`src/include/jesd_rx_cfg_pkg.sv`:
```
// Constants and types shared by the receive release and sync configuration block
package jesd_rx_cfg_pkg;
  localparam int ADDR_W = 12;
  localparam int DATA_W = 8;
  localparam logic [11:0] SYNC_HEADER_MODE_ADDR = 12'h104;
  localparam logic [11:0] FRAMES_PER_MF_ADDR = 12'h105;
  localparam logic [11:0] RELEASE_DELAY_ADDR = 12'h106;
  localparam logic [11:0] LINK_STATUS_ADDR = 12'h107;
  localparam logic [1:0] SYNC_HEADER_MODE_RST = 2'h0;
  localparam logic [7:0] FRAMES_PER_MF_RST = 8'h1f;
  localparam logic [5:0] RELEASE_DELAY_RST = 6'h00;
  localparam logic [1:0] SYNC_MODE_CRC12 = 2'h0;
  localparam int SYNC_MODE_LSB = 0;
  localparam int SYNC_MODE_W = 2;
  localparam int RELEASE_DELAY_W = 6;
  localparam int STATUS_ELASTIC_BUFFER_ERROR_FLAG_BIT = 7;
  localparam int STATUS_LINK_UP_BIT = 6;
  localparam logic ENC_8B10B = 1'b0;
  localparam logic ENC_64B66B = 1'b1;
  localparam int OCTETS_PER_DELAY_STEP = 4;
  localparam logic [15:0] OCTETS_PER_MULTIBLOCK = 16'h0100;
  localparam int MF_W = 16;

  typedef struct packed {
    logic [1:0] sync_header_mode;
    logic [7:0] frames_per_multiframe_less_one;
    logic [5:0] release_buffer_delay;
  } cfg_t;

  typedef enum logic [1:0] {
    REL_IDLE = 2'b00,
    REL_WAIT_MF = 2'b01,
    REL_COUNT = 2'b10,
    REL_UP = 2'b11
  } rel_state_t;
endpackage

```
`src/rtl/jesd_rx_release_sync_cfg.sv`:
```
// Receive sync-word mode, multiframe length and elastic buffer release control
// Notes on behaviour
// - Mode field bits 1-0, reset 0 selects CRC-12 checking; 1-3 reserved.
// - Sync word holds 32 data bits; mode applies only under 64b/66b.
// - No command channel; all command fields of sync words are ignored.
// - Under 8b/10b the 8-bit field is multiframe length in frames less one.
// - Frames-per-multiframe resets to 31, thirty-two frames per multiframe.
// - Under 64b/66b the field is ignored; length is 256*E/F frames.
// - Six-bit release delay, reset 0, each step delays release four octets.
// - Encoding select 0 is 8b/10b, 1 is 64b/66b; it picks what applies.
// - Subclass 0 releases once lanes write; subclass 1 at delayed opportunity.
// - Buffer under or overflow sets a sticky flag cleared by writing one.
//
// The implementer's own choice: the address-and-strobe port.
`timescale 1ns/1ps
`default_nettype none
module jesd_rx_release_sync_cfg
  import jesd_rx_cfg_pkg::*;
(
  input wire logic clk_sys_i,
  input wire logic rst_i,
  input wire logic ce_i,
  input wire logic [ADDR_W-1:0] addr_i,
  input wire logic [DATA_W-1:0] wr_data_i,
  input wire logic wr_i,
  input wire logic rd_i,
  output logic [DATA_W-1:0] rd_data_o,
  input wire logic link_encoding_select_i,
  input wire logic subclass_i,
  input wire logic serial_link_enable_i,
  input wire logic [7:0] octets_per_frame_i,
  input wire logic [4:0] multiblocks_per_emb_i,
  input wire logic all_lanes_writing_i,
  input wire logic mf_boundary_i,
  input wire logic quad_octet_tick_i,
  input wire logic eb_fault_i,
  output logic crc12_check_en_o,
  output logic sync_mode_reserved_o,
  output logic [MF_W-1:0] multiframe_frames_o,
  output logic buffer_release_o,
  output logic elastic_buffer_error_flag_o
);
  cfg_t cfg, next_cfg;
  logic elastic_buffer_error_flag, next_elastic_buffer_error_flag;
  logic [DATA_W-1:0] next_rd_data;
  rel_state_t state, next_state;
  logic [RELEASE_DELAY_W-1:0] cnt, next_cnt;
  logic crc_en, next_crc_en, mode_rsv, next_mode_rsv;
  logic [MF_W-1:0] mf_len, next_mf_len;
  logic up;

  function automatic logic hit(input logic [ADDR_W-1:0] a, input logic [ADDR_W-1:0] r);
    hit = (a == r);
  endfunction

  // Register writes and status flag
  always_comb begin
    next_cfg = cfg;
    next_elastic_buffer_error_flag = elastic_buffer_error_flag;
    if (wr_i && hit(addr_i, SYNC_HEADER_MODE_ADDR)) begin
      next_cfg.sync_header_mode = wr_data_i[SYNC_MODE_LSB +: SYNC_MODE_W];
    end
    if (wr_i && hit(addr_i, FRAMES_PER_MF_ADDR)) begin
      next_cfg.frames_per_multiframe_less_one = wr_data_i;
    end
    if (wr_i && hit(addr_i, RELEASE_DELAY_ADDR)) begin
      next_cfg.release_buffer_delay = wr_data_i[RELEASE_DELAY_W-1:0];
    end
    if (wr_i && hit(addr_i, LINK_STATUS_ADDR) && wr_data_i[STATUS_ELASTIC_BUFFER_ERROR_FLAG_BIT]) begin
      next_elastic_buffer_error_flag = 1'b0;
    end
    // A fault in the clearing cycle still sets the flag
    if (eb_fault_i) begin
      next_elastic_buffer_error_flag = 1'b1;
    end
  end

  // Read data stands one cycle after the strobe; unmapped reads return zero
  always_comb begin
    next_rd_data = '0;
    if (rd_i) begin
      if (hit(addr_i, SYNC_HEADER_MODE_ADDR)) begin
        next_rd_data[SYNC_MODE_LSB +: SYNC_MODE_W] = cfg.sync_header_mode;
      end else if (hit(addr_i, FRAMES_PER_MF_ADDR)) begin
        next_rd_data = cfg.frames_per_multiframe_less_one;
      end else if (hit(addr_i, RELEASE_DELAY_ADDR)) begin
        next_rd_data[RELEASE_DELAY_W-1:0] = cfg.release_buffer_delay;
      end else if (hit(addr_i, LINK_STATUS_ADDR)) begin
        next_rd_data[STATUS_ELASTIC_BUFFER_ERROR_FLAG_BIT] = elastic_buffer_error_flag;
        next_rd_data[STATUS_LINK_UP_BIT] = up;
      end
    end
  end

  // Derived link settings; command fields never enter this block
  always_comb begin
    next_crc_en = (link_encoding_select_i == ENC_64B66B) &&
                  (cfg.sync_header_mode == SYNC_MODE_CRC12);
    next_mode_rsv = (link_encoding_select_i == ENC_64B66B) &&
                    (cfg.sync_header_mode != SYNC_MODE_CRC12);
    if (link_encoding_select_i == ENC_8B10B) begin
      next_mf_len = {8'h00, cfg.frames_per_multiframe_less_one} + 16'h0001;
    end else if (octets_per_frame_i == 8'h00) begin
      // Divide by zero guard; a zero frame size is never a legal setting
      next_mf_len = '0;
    end else begin
      next_mf_len = (OCTETS_PER_MULTIBLOCK * {11'h000, multiblocks_per_emb_i}) /
                    {8'h00, octets_per_frame_i};
    end
  end

  // Elastic buffer release sequencing
  always_comb begin
    next_state = state;
    next_cnt = cnt;
    unique case (state)
      REL_IDLE: begin
        next_cnt = '0;
        if (all_lanes_writing_i) begin
          next_state = subclass_i ? REL_WAIT_MF : REL_UP;
        end
      end
      REL_WAIT_MF: begin
        next_cnt = '0;
        if (mf_boundary_i) begin
          next_state = REL_COUNT;
        end
      end
      REL_COUNT: begin
        // One delay step is one group of four octets past the boundary
        if (cnt == cfg.release_buffer_delay) begin
          next_state = REL_UP;
        end else if (quad_octet_tick_i) begin
          next_cnt = cnt + 6'h01;
        end
      end
      REL_UP: begin
        next_cnt = '0;
      end
    endcase
    if (!serial_link_enable_i) begin
      next_state = REL_IDLE;
      next_cnt = '0;
    end
  end

  assign up = (state == REL_UP);

  always_ff @(posedge clk_sys_i or posedge rst_i) begin
    if (rst_i) begin
      cfg.sync_header_mode <= SYNC_HEADER_MODE_RST;
      cfg.frames_per_multiframe_less_one <= FRAMES_PER_MF_RST;
      cfg.release_buffer_delay <= RELEASE_DELAY_RST;
      elastic_buffer_error_flag <= 1'b0;
      rd_data_o <= '0;
      state <= REL_IDLE;
      cnt <= '0;
      crc_en <= 1'b0;
      mode_rsv <= 1'b0;
      mf_len <= '0;
    end else if (ce_i) begin
      cfg <= next_cfg;
      elastic_buffer_error_flag <= next_elastic_buffer_error_flag;
      rd_data_o <= next_rd_data;
      state <= next_state;
      cnt <= next_cnt;
      crc_en <= next_crc_en;
      mode_rsv <= next_mode_rsv;
      mf_len <= next_mf_len;
    end
  end

  assign crc12_check_en_o = crc_en;
  assign sync_mode_reserved_o = mode_rsv;
  assign multiframe_frames_o = mf_len;
  assign buffer_release_o = up;
  assign elastic_buffer_error_flag_o = elastic_buffer_error_flag;
endmodule
`default_nettype wire

```
`config.mk`:
```
export PLATFORM = sky130hd
export DESIGN_NAME = jesd_rx_release_sync_cfg
export DESIGN_NICKNAME = d
export VERILOG_FILES = /design/src/include/jesd_rx_cfg_pkg.sv /design/src/rtl/jesd_rx_release_sync_cfg.sv
export SDC_FILE = /design/constraint.sdc
export NUM_CORES = 1
export LEC_CHECK = 0
export BUFFER_PORTS_ARGS = -buffer_cell sky130_fd_sc_hd__buf_2
export CORE_ASPECT_RATIO = 1.4
export CORE_UTILIZATION = 60
export CTS_BUF_LIST = sky130_fd_sc_hd__clkbuf_4
export DETAILED_ROUTE_END_ITERATION = 12
export PLACE_DENSITY = 0.84
export SYNTH_ARGS = -nofsm -noshare
export SYNTH_HDL_FRONTEND = slang
export SYNTH_SLANG_ARGS = --single-unit
```
`constraint.sdc`:
```
create_clock -name clk_sys_i -period 3.4 [get_ports clk_sys_i]
set_clock_uncertainty 0.2 [all_clocks]
set_input_delay 0 -clock clk_sys_i [delete_from_list [all_inputs] [get_ports clk_sys_i]]
set_output_delay 0 -clock clk_sys_i [all_outputs]
set_load 0.05 [all_outputs]
```
==> results.ini, run 1 <==
[outcome]
status=did not finish
haltStage=4_1_cts
stop_error=[ERROR DPL-0038] Utilization greater than 100%, impossible to legalize

[yosys]
yosysTopAreaCellShare_pct=15.0
synth.distinct_cells=92
synth_commonest_cells=nor2_1, ha_1, a21oi_1, nand2_1, o21ai_0
async_flop_share_pct=100
ys_seq_elements=51
syn_inst=1035
yosysWarnings=0
yosys_most_used_dff=dfrtp_1
ys_seq_area_share_pct=15.4
yosysMostFrequentCell=nor2_1
synth_top_area_cell=ha_1
ys_top_cells_by_area=ha_1, dfrtp_1, mux2_2, nor2_1, a21oi_1
netlist_area_um2=8340
synth_edf_count=0
syn_area_per_cell_um2=8.06

[placed_design]
hpwl_um=27100
portBuffers=72
place_area_um2=11700
gp_congestion=0.917

[floorplanning]
die_w_um=102
fp.dieH_um=142
start_util_pct=62.0
num_rows=50
io_pins=73

[clock_network]
cts_setup_buffers=126
cts_made_buffers=5
cts_resized=92
cts-root-buf=clkbuf_4
cts.sinks=51
clk_path_buf_depth=2
postCtsHoldBufs=27
htreeDepth=2

[through the flow]
stage	hold slack, ns	setup slack (ns)	instances
3_5_place_dp	0.0325	-19.44	1590
3_3_place_gp	-0.000414	-18.05	1590
2_1_floorplan	-0.0832	-18.94	1037
[cells by family after synthesis]
logic type               count (synthesis)  synth area share, %
buffers and inverters                   74                 3.70
adder cells (fa/ha/maj)                101                 15.2
multiplexers                            66                 9.01
AND/OR/NAND/NOR                        338                 20.7
AO/OA/AOI/OAI                          333                 28.5
XOR/XNOR                                71                 7.45
other                                    1               0.0450
flip-flops                              51                 15.4
==> run 2: changes to the inputs <==
--- a/config.mk
+++ b/config.mk
@@ -6,11 +6,9 @@
 export NUM_CORES = 1
 export LEC_CHECK = 0
 export BUFFER_PORTS_ARGS = -buffer_cell sky130_fd_sc_hd__buf_2
-export CORE_ASPECT_RATIO = 1.4
-export CORE_UTILIZATION = 60
-export CTS_BUF_LIST = sky130_fd_sc_hd__clkbuf_4
+export CORE_UTILIZATION = 40
 export DETAILED_ROUTE_END_ITERATION = 12
-export PLACE_DENSITY = 0.84
+export PLACE_DENSITY_LB_ADDON = 0.15
 export SYNTH_ARGS = -nofsm -noshare
 export SYNTH_HDL_FRONTEND = slang
 export SYNTH_SLANG_ARGS = --single-unit
==> results.ini, run 2 <==
[global_routing]
antenna_found_initial=0
grt_pass1_wl_um=46400
grt_pass1_vias=9511
track_usage_pct=26.4
grt_overflow=0
grt_max_degree=52

[finish]
layout-drive-gt1-share_pct=46.0
final_cell_mix=buf_4, nor2_1, ha_1, buf_2, nand2_1
nFillCells=1706
n_antenna_cell=0
final-seq-area_um2=1280
mostFrequentLayoutCell=buf_4
multi_input_area_um2=7710
nNetsFinal=1648
final_cells=1773
area_growth_pct=59.8

[worst_setup_path]
slowest_delay_ns=0.55
path_common_cell=o21a_1
end_kind=register
critPathArrivalTime_ns=21.63
required_ns=3.37
critical_path_class=in2reg
crit_slowest_cell=or4_4
worstSetupStartpointType=primary input
crit_fanout=7

[sta]
maxClockFrequency_mhz=46.2
fin_ws_ns=-18.25
period_share_pct=637
maxSlewHeadroom_pct=2.82
worstMarginPinSlew_ns=1.45
finalSetupViolCount=11
period_minus_slack_ns=21.65
drv_slew=0
rsz0062_at_grt=yes
finalHoldViolCount=0

[yosys]
synth_top_area_cell=ha_1
synth_commonest_cells=nor2_1, ha_1, a21oi_1, nand2_1, o21ai_0
yosys_most_used_dff=dfrtp_1
ys_seq_elements=51
ys_seq_area_share_pct=15.4
syn_inst=1035
syn_area_per_cell_um2=8.06
synth.distinct_cells=92
yosysWarnings=0
netlist_area_um2=8340
yosysMostFrequentCell=nor2_1
yosysTopAreaCellShare_pct=15.0
synth_edf_count=0
ys_top_cells_by_area=ha_1, dfrtp_1, mux2_2, nor2_1, a21oi_1
async_flop_share_pct=100

[floorplanning]
core_um2=20400
start_util_pct=41.0
die_w_um=146
io_pins=73
fp.dieH_um=146
design.die.area_um2=21400
num_rows=52

[job]
drv_cap=0

[drt]
drt-initial-drc-count=402
vias=9725
final_antenna_net_count=0
dr.pass1.iters=5
drc=0
routedWlPerCell_um=16.8
vias_per_cell=5.49
wl_um=29800

[placed_design]
gp_congestion=0.892
portBuffers=72
hpwl_um=22700
dp.cells=1686

[clock_network]
cts.sinks=51
cts-root-buf=clkbuf_16
htreeDepth=2
clk_latency_ns=0.30
cts_made_buffers=5
path_clk_slew_ns=0.08
cts_tree=done
clk_path_buf_depth=2

[outcome]
status=finished, violations left
violations=negative setup slack

[hold_path]
hp-class=in2reg

run 2: logic make-up after synthesis:
family | share of synthesized area, %
xor+xnor | 7.45
flops | 15.4
mux | 9.01
other cells | 0.0450
fa+ha+maj | 15.2
buf+inv | 3.70
simple gates | 20.7
compound gates | 28.5
run 2: worst max-delay path, delay by kind of cell:
kind                       cells  cell delay, ns
AOI/OAI and AO/OA             63           10.77
adders and majority gates     15            3.51
xor gates and xnor gates       1            0.13
and+or+nand+nor               29            4.76
muxes                          3            0.86
buffers and inverters         12            1.55
run 2: final timing paths:
kind / startpoint / endpoint / slack (ns) / depth (start not counted)
setup / recovery: octets_per_frame_i[1] / multiframe_frames_o[0] / -18.25 / 123
hold / removal: addr_i[0] / rd_data_o[1] / 0.05 / 5
min in group asynchronous: rst_i / rd_data_o[5] / 0.32 / 3
setup reg to reg: cfg[3] / state[0] / 1.31 / 6
hold reg to reg: rd_data_o[1] / rd_data_o[1] / 0.29 / 1
max in group asynchronous: rst_i / cnt[1] / 2.02 / 3
run 2: layout make-up:
| type | count | share of cell area (%) |
|---|---|---|
| clock buffers | 5 | 0.939 |
| clock inverters | 3 | 0.207 |
| inverters | 41 | 1.31 |
| multi-input cells | 914 | 57.9 |
| flip-flops and latches | 51 | 9.62 |
| well taps | 270 | 2.53 |
| repair buffers | 489 | 27.5 |
run 2: what timing repair did:
| action | CTS | global route |
|---|---|---|
| endpoints found under the hold margin | 85 | 0 |
| buffers inserted | 4 | 53 |
| hold buffers | 21 | 0 |
| gates resized for setup | 22 | 105 |
| pin swaps | 12 | 67 |
| endpoints found under the setup margin | 12 | 12 |
| cloned | 0 | 2 |
run 2: through the flow:
step / hold slack (ns) / utilization (%) / worst slack [ns] / setup TNS, ns / cell area (µm²)
floorplan: -0.0832 / - / -18.94 / -106.53 / 8890
CTS: 0.0266 / 60.8 / -18.19 / -102.55 / 12400
detailed placement: 0.00761 / 58.4 / -18.88 / -110.42 / 11900
global placement: 0.00550 / 58.4 / -18.34 / -107.27 / 11900
global route: 0.0755 / 65.4 / -19.16 / -109.43 / 13300
finish: 0.0451 / 65.4 / -18.25 / -103.98 / 13300
run 2: metal layers:
metal | routed length [µm] | vias to the layer above | track usage [%]
li1 | - | 4814 | -
met1 | 13200 | 4607 | 33.4
met2 | 14700 | 241 | 48.0
met4 | 830 | 0 | 7.19
met5 | 0 | - | 0
met3 | 1120 | 63 | 2.13
Power of run 2 is not shown: default switching activity piles up to over one toggle a cycle in this logic, so the estimate is an artifact.
==> run 3: changes to the inputs <==
--- a/config.mk
+++ b/config.mk
@@ -9,6 +9,7 @@
 export CORE_UTILIZATION = 40
 export DETAILED_ROUTE_END_ITERATION = 12
 export PLACE_DENSITY_LB_ADDON = 0.15
+export SKIP_LAST_GASP = 1
 export SYNTH_ARGS = -nofsm -noshare
 export SYNTH_HDL_FRONTEND = slang
 export SYNTH_SLANG_ARGS = --single-unit
==> results.ini, run 3 (synthesized netlist as in run 2, its figures left out) <==
[sta]
finalSetupViolCount=11
drv_slew=0
rsz0062_at_grt=yes
maxSlewHeadroom_pct=5.33
maxClockFrequency_mhz=46.9
period_minus_slack_ns=21.31
timing.hold.ws_ns=0.0428
finalHoldViolCount=0
worstMarginPinSlew_ns=1.42
period_share_pct=627
fin_ws_ns=-17.91

[placed_design]
dp_slack_ns=-18.88
gp_congestion=0.892
portBuffers=72
dp.cells=1686
hpwl_um=22700

[finish]
n_antenna_cell=0
final_cell_mix=buf_4, nor2_1, ha_1, buf_2, nand2_1
area_growth_pct=58.4
nNetsFinal=1639
mostFrequentLayoutCell=buf_4
final_cells=1764
layout-drive-gt1-share_pct=45.6

[hold_path]
hp-class=in2reg
worstHoldEndpoint=rd_data_o[1]
holdPathStages=5
worstHoldStart=addr_i[0]

[worst_setup_path]
required_ns=3.37
worstSetupStartpointType=primary input
crit_fanout=8
rr_endpoint=state[0]
regToRegSetupSlack_ns=1.32
critical_path_class=in2reg
critPathArrivalTime_ns=21.29
path_common_cell=ha_4
end_kind=register
slowest_delay_ns=0.46
cpLargestDelayFamily=compound AO/OA/AOI/OAI gates
crit_buf_inv=10
crit_slowest_cell=a2111oi_4
rr_startpoint=cfg[3]
r2r_cells=6

[clock_network]
clk_latency_ns=0.30
htreeDepth=2
cts.sinks=51
cts_tree=done
clk_path_buf_depth=2
path_clk_slew_ns=0.08
cts_made_buffers=5
cts-root-buf=clkbuf_16

[drt]
routedWlPerCell_um=16.6
wl_um=29300
drt-initial-drc-count=414
dr.pass1.iters=6
vias=9662
drc=0
final_antenna_net_count=0
vias_per_cell=5.48

[global_routing]
grt_pass1_wl_um=46300
grt_overflow=0
grt_max_degree=52
antenna_found_initial=0
grt_pass1_vias=9473
track_usage_pct=26.4

[outcome]
violations=negative setup slack
status=finished, violations left

[floorplanning]
die_w_um=146
core_um2=20400
start_util_pct=41.0
fp.dieH_um=146
design.die.area_um2=21400
num_rows=52
io_pins=73

[job]
drv_cap=0

==> run 3: worst max path at each step <==
stage / startpoint / to / slack, ns / depth (start not counted)
2_1_floorplan: octets_per_frame_i[2] / multiframe_frames_o[0] / -18.94 / 131
3_3_place_gp: octets_per_frame_i[1] / multiframe_frames_o[0] / -18.34 / 118
3_5_place_dp: octets_per_frame_i[1] / multiframe_frames_o[0] / -18.88 / 122
4_1_cts: octets_per_frame_i[1] / multiframe_frames_o[0] / -18.37 / 120
5_1_grt: octets_per_frame_i[2] / multiframe_frames_o[0] / -19.00 / 126
6_report: octets_per_frame_i[1] / multiframe_frames_o[0] / -17.91 / 121
==> run 3: layout make-up <==
class                      instances  area [µm²]
timing repair buffer             481        3580
clock buffer                       5         125
sequential                        51        1280
inverter                          41         174
fill                            1740        7150
multi-input combinational        913        7680
tap                              270         338
clock inverter                     3        27.5
==> run 3: timing repair <==
item                                    CTS  global route
endpoints found under the hold margin    85             0
resized for setup                        11           107
cloned                                    0             1
endpoints found under the setup margin   12            12
hold buffers                             21             0
buffers inserted                          4            45
pin swaps                                 5            62
==> run 3: tightest hold or removal path: cells and delay by family <==
kind,cells,cell delay (ns)
AO/OA/AOI/OAI,2,0.16
AND/OR/NAND/NOR,1,0.08
multiplexers,1,0.09
buffers and inverters,1,0.17
==> run 3: routing by layer <==
| metal | share of wire, % | track usage, % | vias up |
|---|---|---|---|
| met1 | 45 | 33.4 | 4609 |
| met3 | 3.0 | 1.97 | 52 |
| met5 | 0 | 0 | - |
| met4 | 2.6 | 7.03 | 0 |
| li1 | - | - | 4792 |
| met2 | 49 | 47.8 | 209 |
==> run 3: through the flow <==
stage                     util, %  TNS, ns  cell area, µm²
after floorplan                 -  -106.53            8890
after CTS                    60.6  -104.58           12300
final                        64.9  -101.42           13200
after global placement       58.4  -107.27           11900
after global routing         64.9  -107.95           13200
after detailed placement     58.4  -110.42           11900
Power of run 3 is left out for the same reason.
==> run 4: changes to the inputs <==
--- a/config.mk
+++ b/config.mk
@@ -8,7 +8,6 @@
 export BUFFER_PORTS_ARGS = -buffer_cell sky130_fd_sc_hd__buf_2
 export CORE_UTILIZATION = 40
 export DETAILED_ROUTE_END_ITERATION = 12
-export PLACE_DENSITY_LB_ADDON = 0.15
 export SKIP_LAST_GASP = 1
 export SYNTH_ARGS = -nofsm -noshare
 export SYNTH_HDL_FRONTEND = slang
==> results.ini, run 4 (synthesized netlist as in run 2, its figures left out) <==
[finish]
layout-drive-gt1-share_pct=48.0
design_area_um2=13600
final_cell_mix=buf_4, nor2_1, ha_1, buf_2, nand2_1
n_antenna_cell=0
final-seq-area_um2=1280
mostFrequentLayoutCell=buf_4
area_growth_pct=63.6
multi_input_area_um2=7760
nFillCells=1619
nNetsFinal=1684

[clock_network]
cts_made_buffers=5
clk_path_buf_depth=2
cts_tree=done
clk_latency_ns=0.29
path_clk_slew_ns=0.07
cts.sinks=51
htreeDepth=2
cts-root-buf=clkbuf_16

[worst_setup_path]
regToRegSetupSlack_ns=1.34
crit_slowest_cell=or4_4
required_ns=3.37
end_kind=register
slowest_delay_ns=0.57
critPathArrivalTime_ns=21.68
crit_fanout=8
critical_path_class=in2reg
path_common_cell=buf_4
worstSetupStartpointType=primary input

[floorplanning]
start_util_pct=41.0
num_rows=52
core_um2=20400
io_pins=73
fp.dieH_um=146
design.die.area_um2=21400
die_w_um=146

[drt]
final_antenna_net_count=0
vias_per_cell=5.61
wl_met2_um=15600
met3WireLength_um=1340
routedWlPerCell_um=17.2
wl_met1_um=13100
routed.top_layer=met4
drt-initial-drc-count=458
vias=10156
drc=0
wl_um=31100
dr.pass1.iters=5

[placed_design]
gp_congestion=0.872
portBuffers=72
place_area_um2=11900
hpwl_um=22500

[outcome]
status=finished, violations left
violations=negative setup slack

[sta]
maxClockFrequency_mhz=46.1
finalSetupViolCount=11
fin_ws_ns=-18.31
maxSlewHeadroom_pct=23.1
drv_slew=0
rsz0062_at_grt=yes
period_share_pct=639
finalHoldViolCount=0
worstMarginPinSlew_ns=1.15
period_minus_slack_ns=21.71

[hold_path]
hp-class=in2reg

[global_routing]
grt_pass1_vias=10303
grt_overflow=0
antenna_found_initial=0
track_usage_pct=27.9
grt_pass1_wl_um=49200
grt_max_degree=52

[job]
drv_cap=0

-- run 4: changes by cell type in the layout (fill, tap and decap cells not counted), moves of 3 or more --
cell,change
a21oi_2,+4
o21ai_4,+3
o21ai_1,-4
ha_1,-3
nor2_2,-4
buf_6,+10
buf_4,+40
nor2_1,+3
-- run 4: repair_timing --
item,in CTS,in global routing
endpoints found under the hold margin,84,0
setup endpoints to repair,12,12
gates resized for setup,67,66
hold buffers,21,0
pin swaps,56,69
setup buffers,73,22
-- run 4: area by class of cell --
cell class | instances | area share [%]
Multi-Input combinational cell | 912 | 56.8
Timing Repair Buffer | 527 | 28.9
Sequential cell | 51 | 9.40
Tap cell | 270 | 2.48
Inverter | 41 | 1.26
Clock buffer | 5 | 0.917
Clock inverter | 3 | 0.174
-- run 4: through the flow --
stage / util (%) / std cells / setup TNS (ns) / hold slack (ns) / setup slack, ns
6_report: 67.0 / 1809 / -103.53 / 0.0191 / -18.31
5_1_grt: 67.0 / 1809 / -110.25 / 0.0496 / -19.41
4_1_cts: 64.3 / 1787 / -101.48 / 0.00640 / -18.01
3_5_place_dp: 58.4 / 1685 / -110.85 / 0.0153 / -19.08
3_3_place_gp: 58.4 / 1685 / -107.21 / 0.00658 / -18.49
2_1_floorplan: - / 1037 / -106.53 / -0.0832 / -18.94
-- run 4: critical path, delay by kind of cell --
| family | cells | cell delay, ns |
|---|---|---|
| and+or+nand+nor | 29 | 4.50 |
| adders and majority gates | 13 | 3.02 |
| xor gates and xnor gates | 1 | 0.12 |
| buffers and inverters | 25 | 3.03 |
| AOI/OAI and AO/OA | 58 | 9.80 |
| muxes | 4 | 1.16 |
-- run 4: path summary, 6_finish.rpt --
| check | startpoint | to | cells past startpoint |
|---|---|---|---|
| max | octets_per_frame_i[5] | multiframe_frames_o[0] | 130 |
| min reg2reg | rd_data_o[6] | rd_data_o[6] | 1 |
| min in group asynchronous | rst_i | rd_data_o[7] | 3 |
| max in group asynchronous | rst_i | state[1] | 3 |
| max reg2reg | cnt[3] | cnt[5] | 10 |
| min | wr_i | cfg[14] | 4 |
-- run 4: layer usage --
| layer | up-vias | GRT usage [%] |
|---|---|---|
| li1 | 4891 | - |
| met1 | 4861 | 34.0 |
| met2 | 314 | 51.2 |
| met3 | 90 | 2.47 |
| met4 | 0 | 9.17 |
| met5 | - | 0 |
Power of run 4 is left out for the same reason.
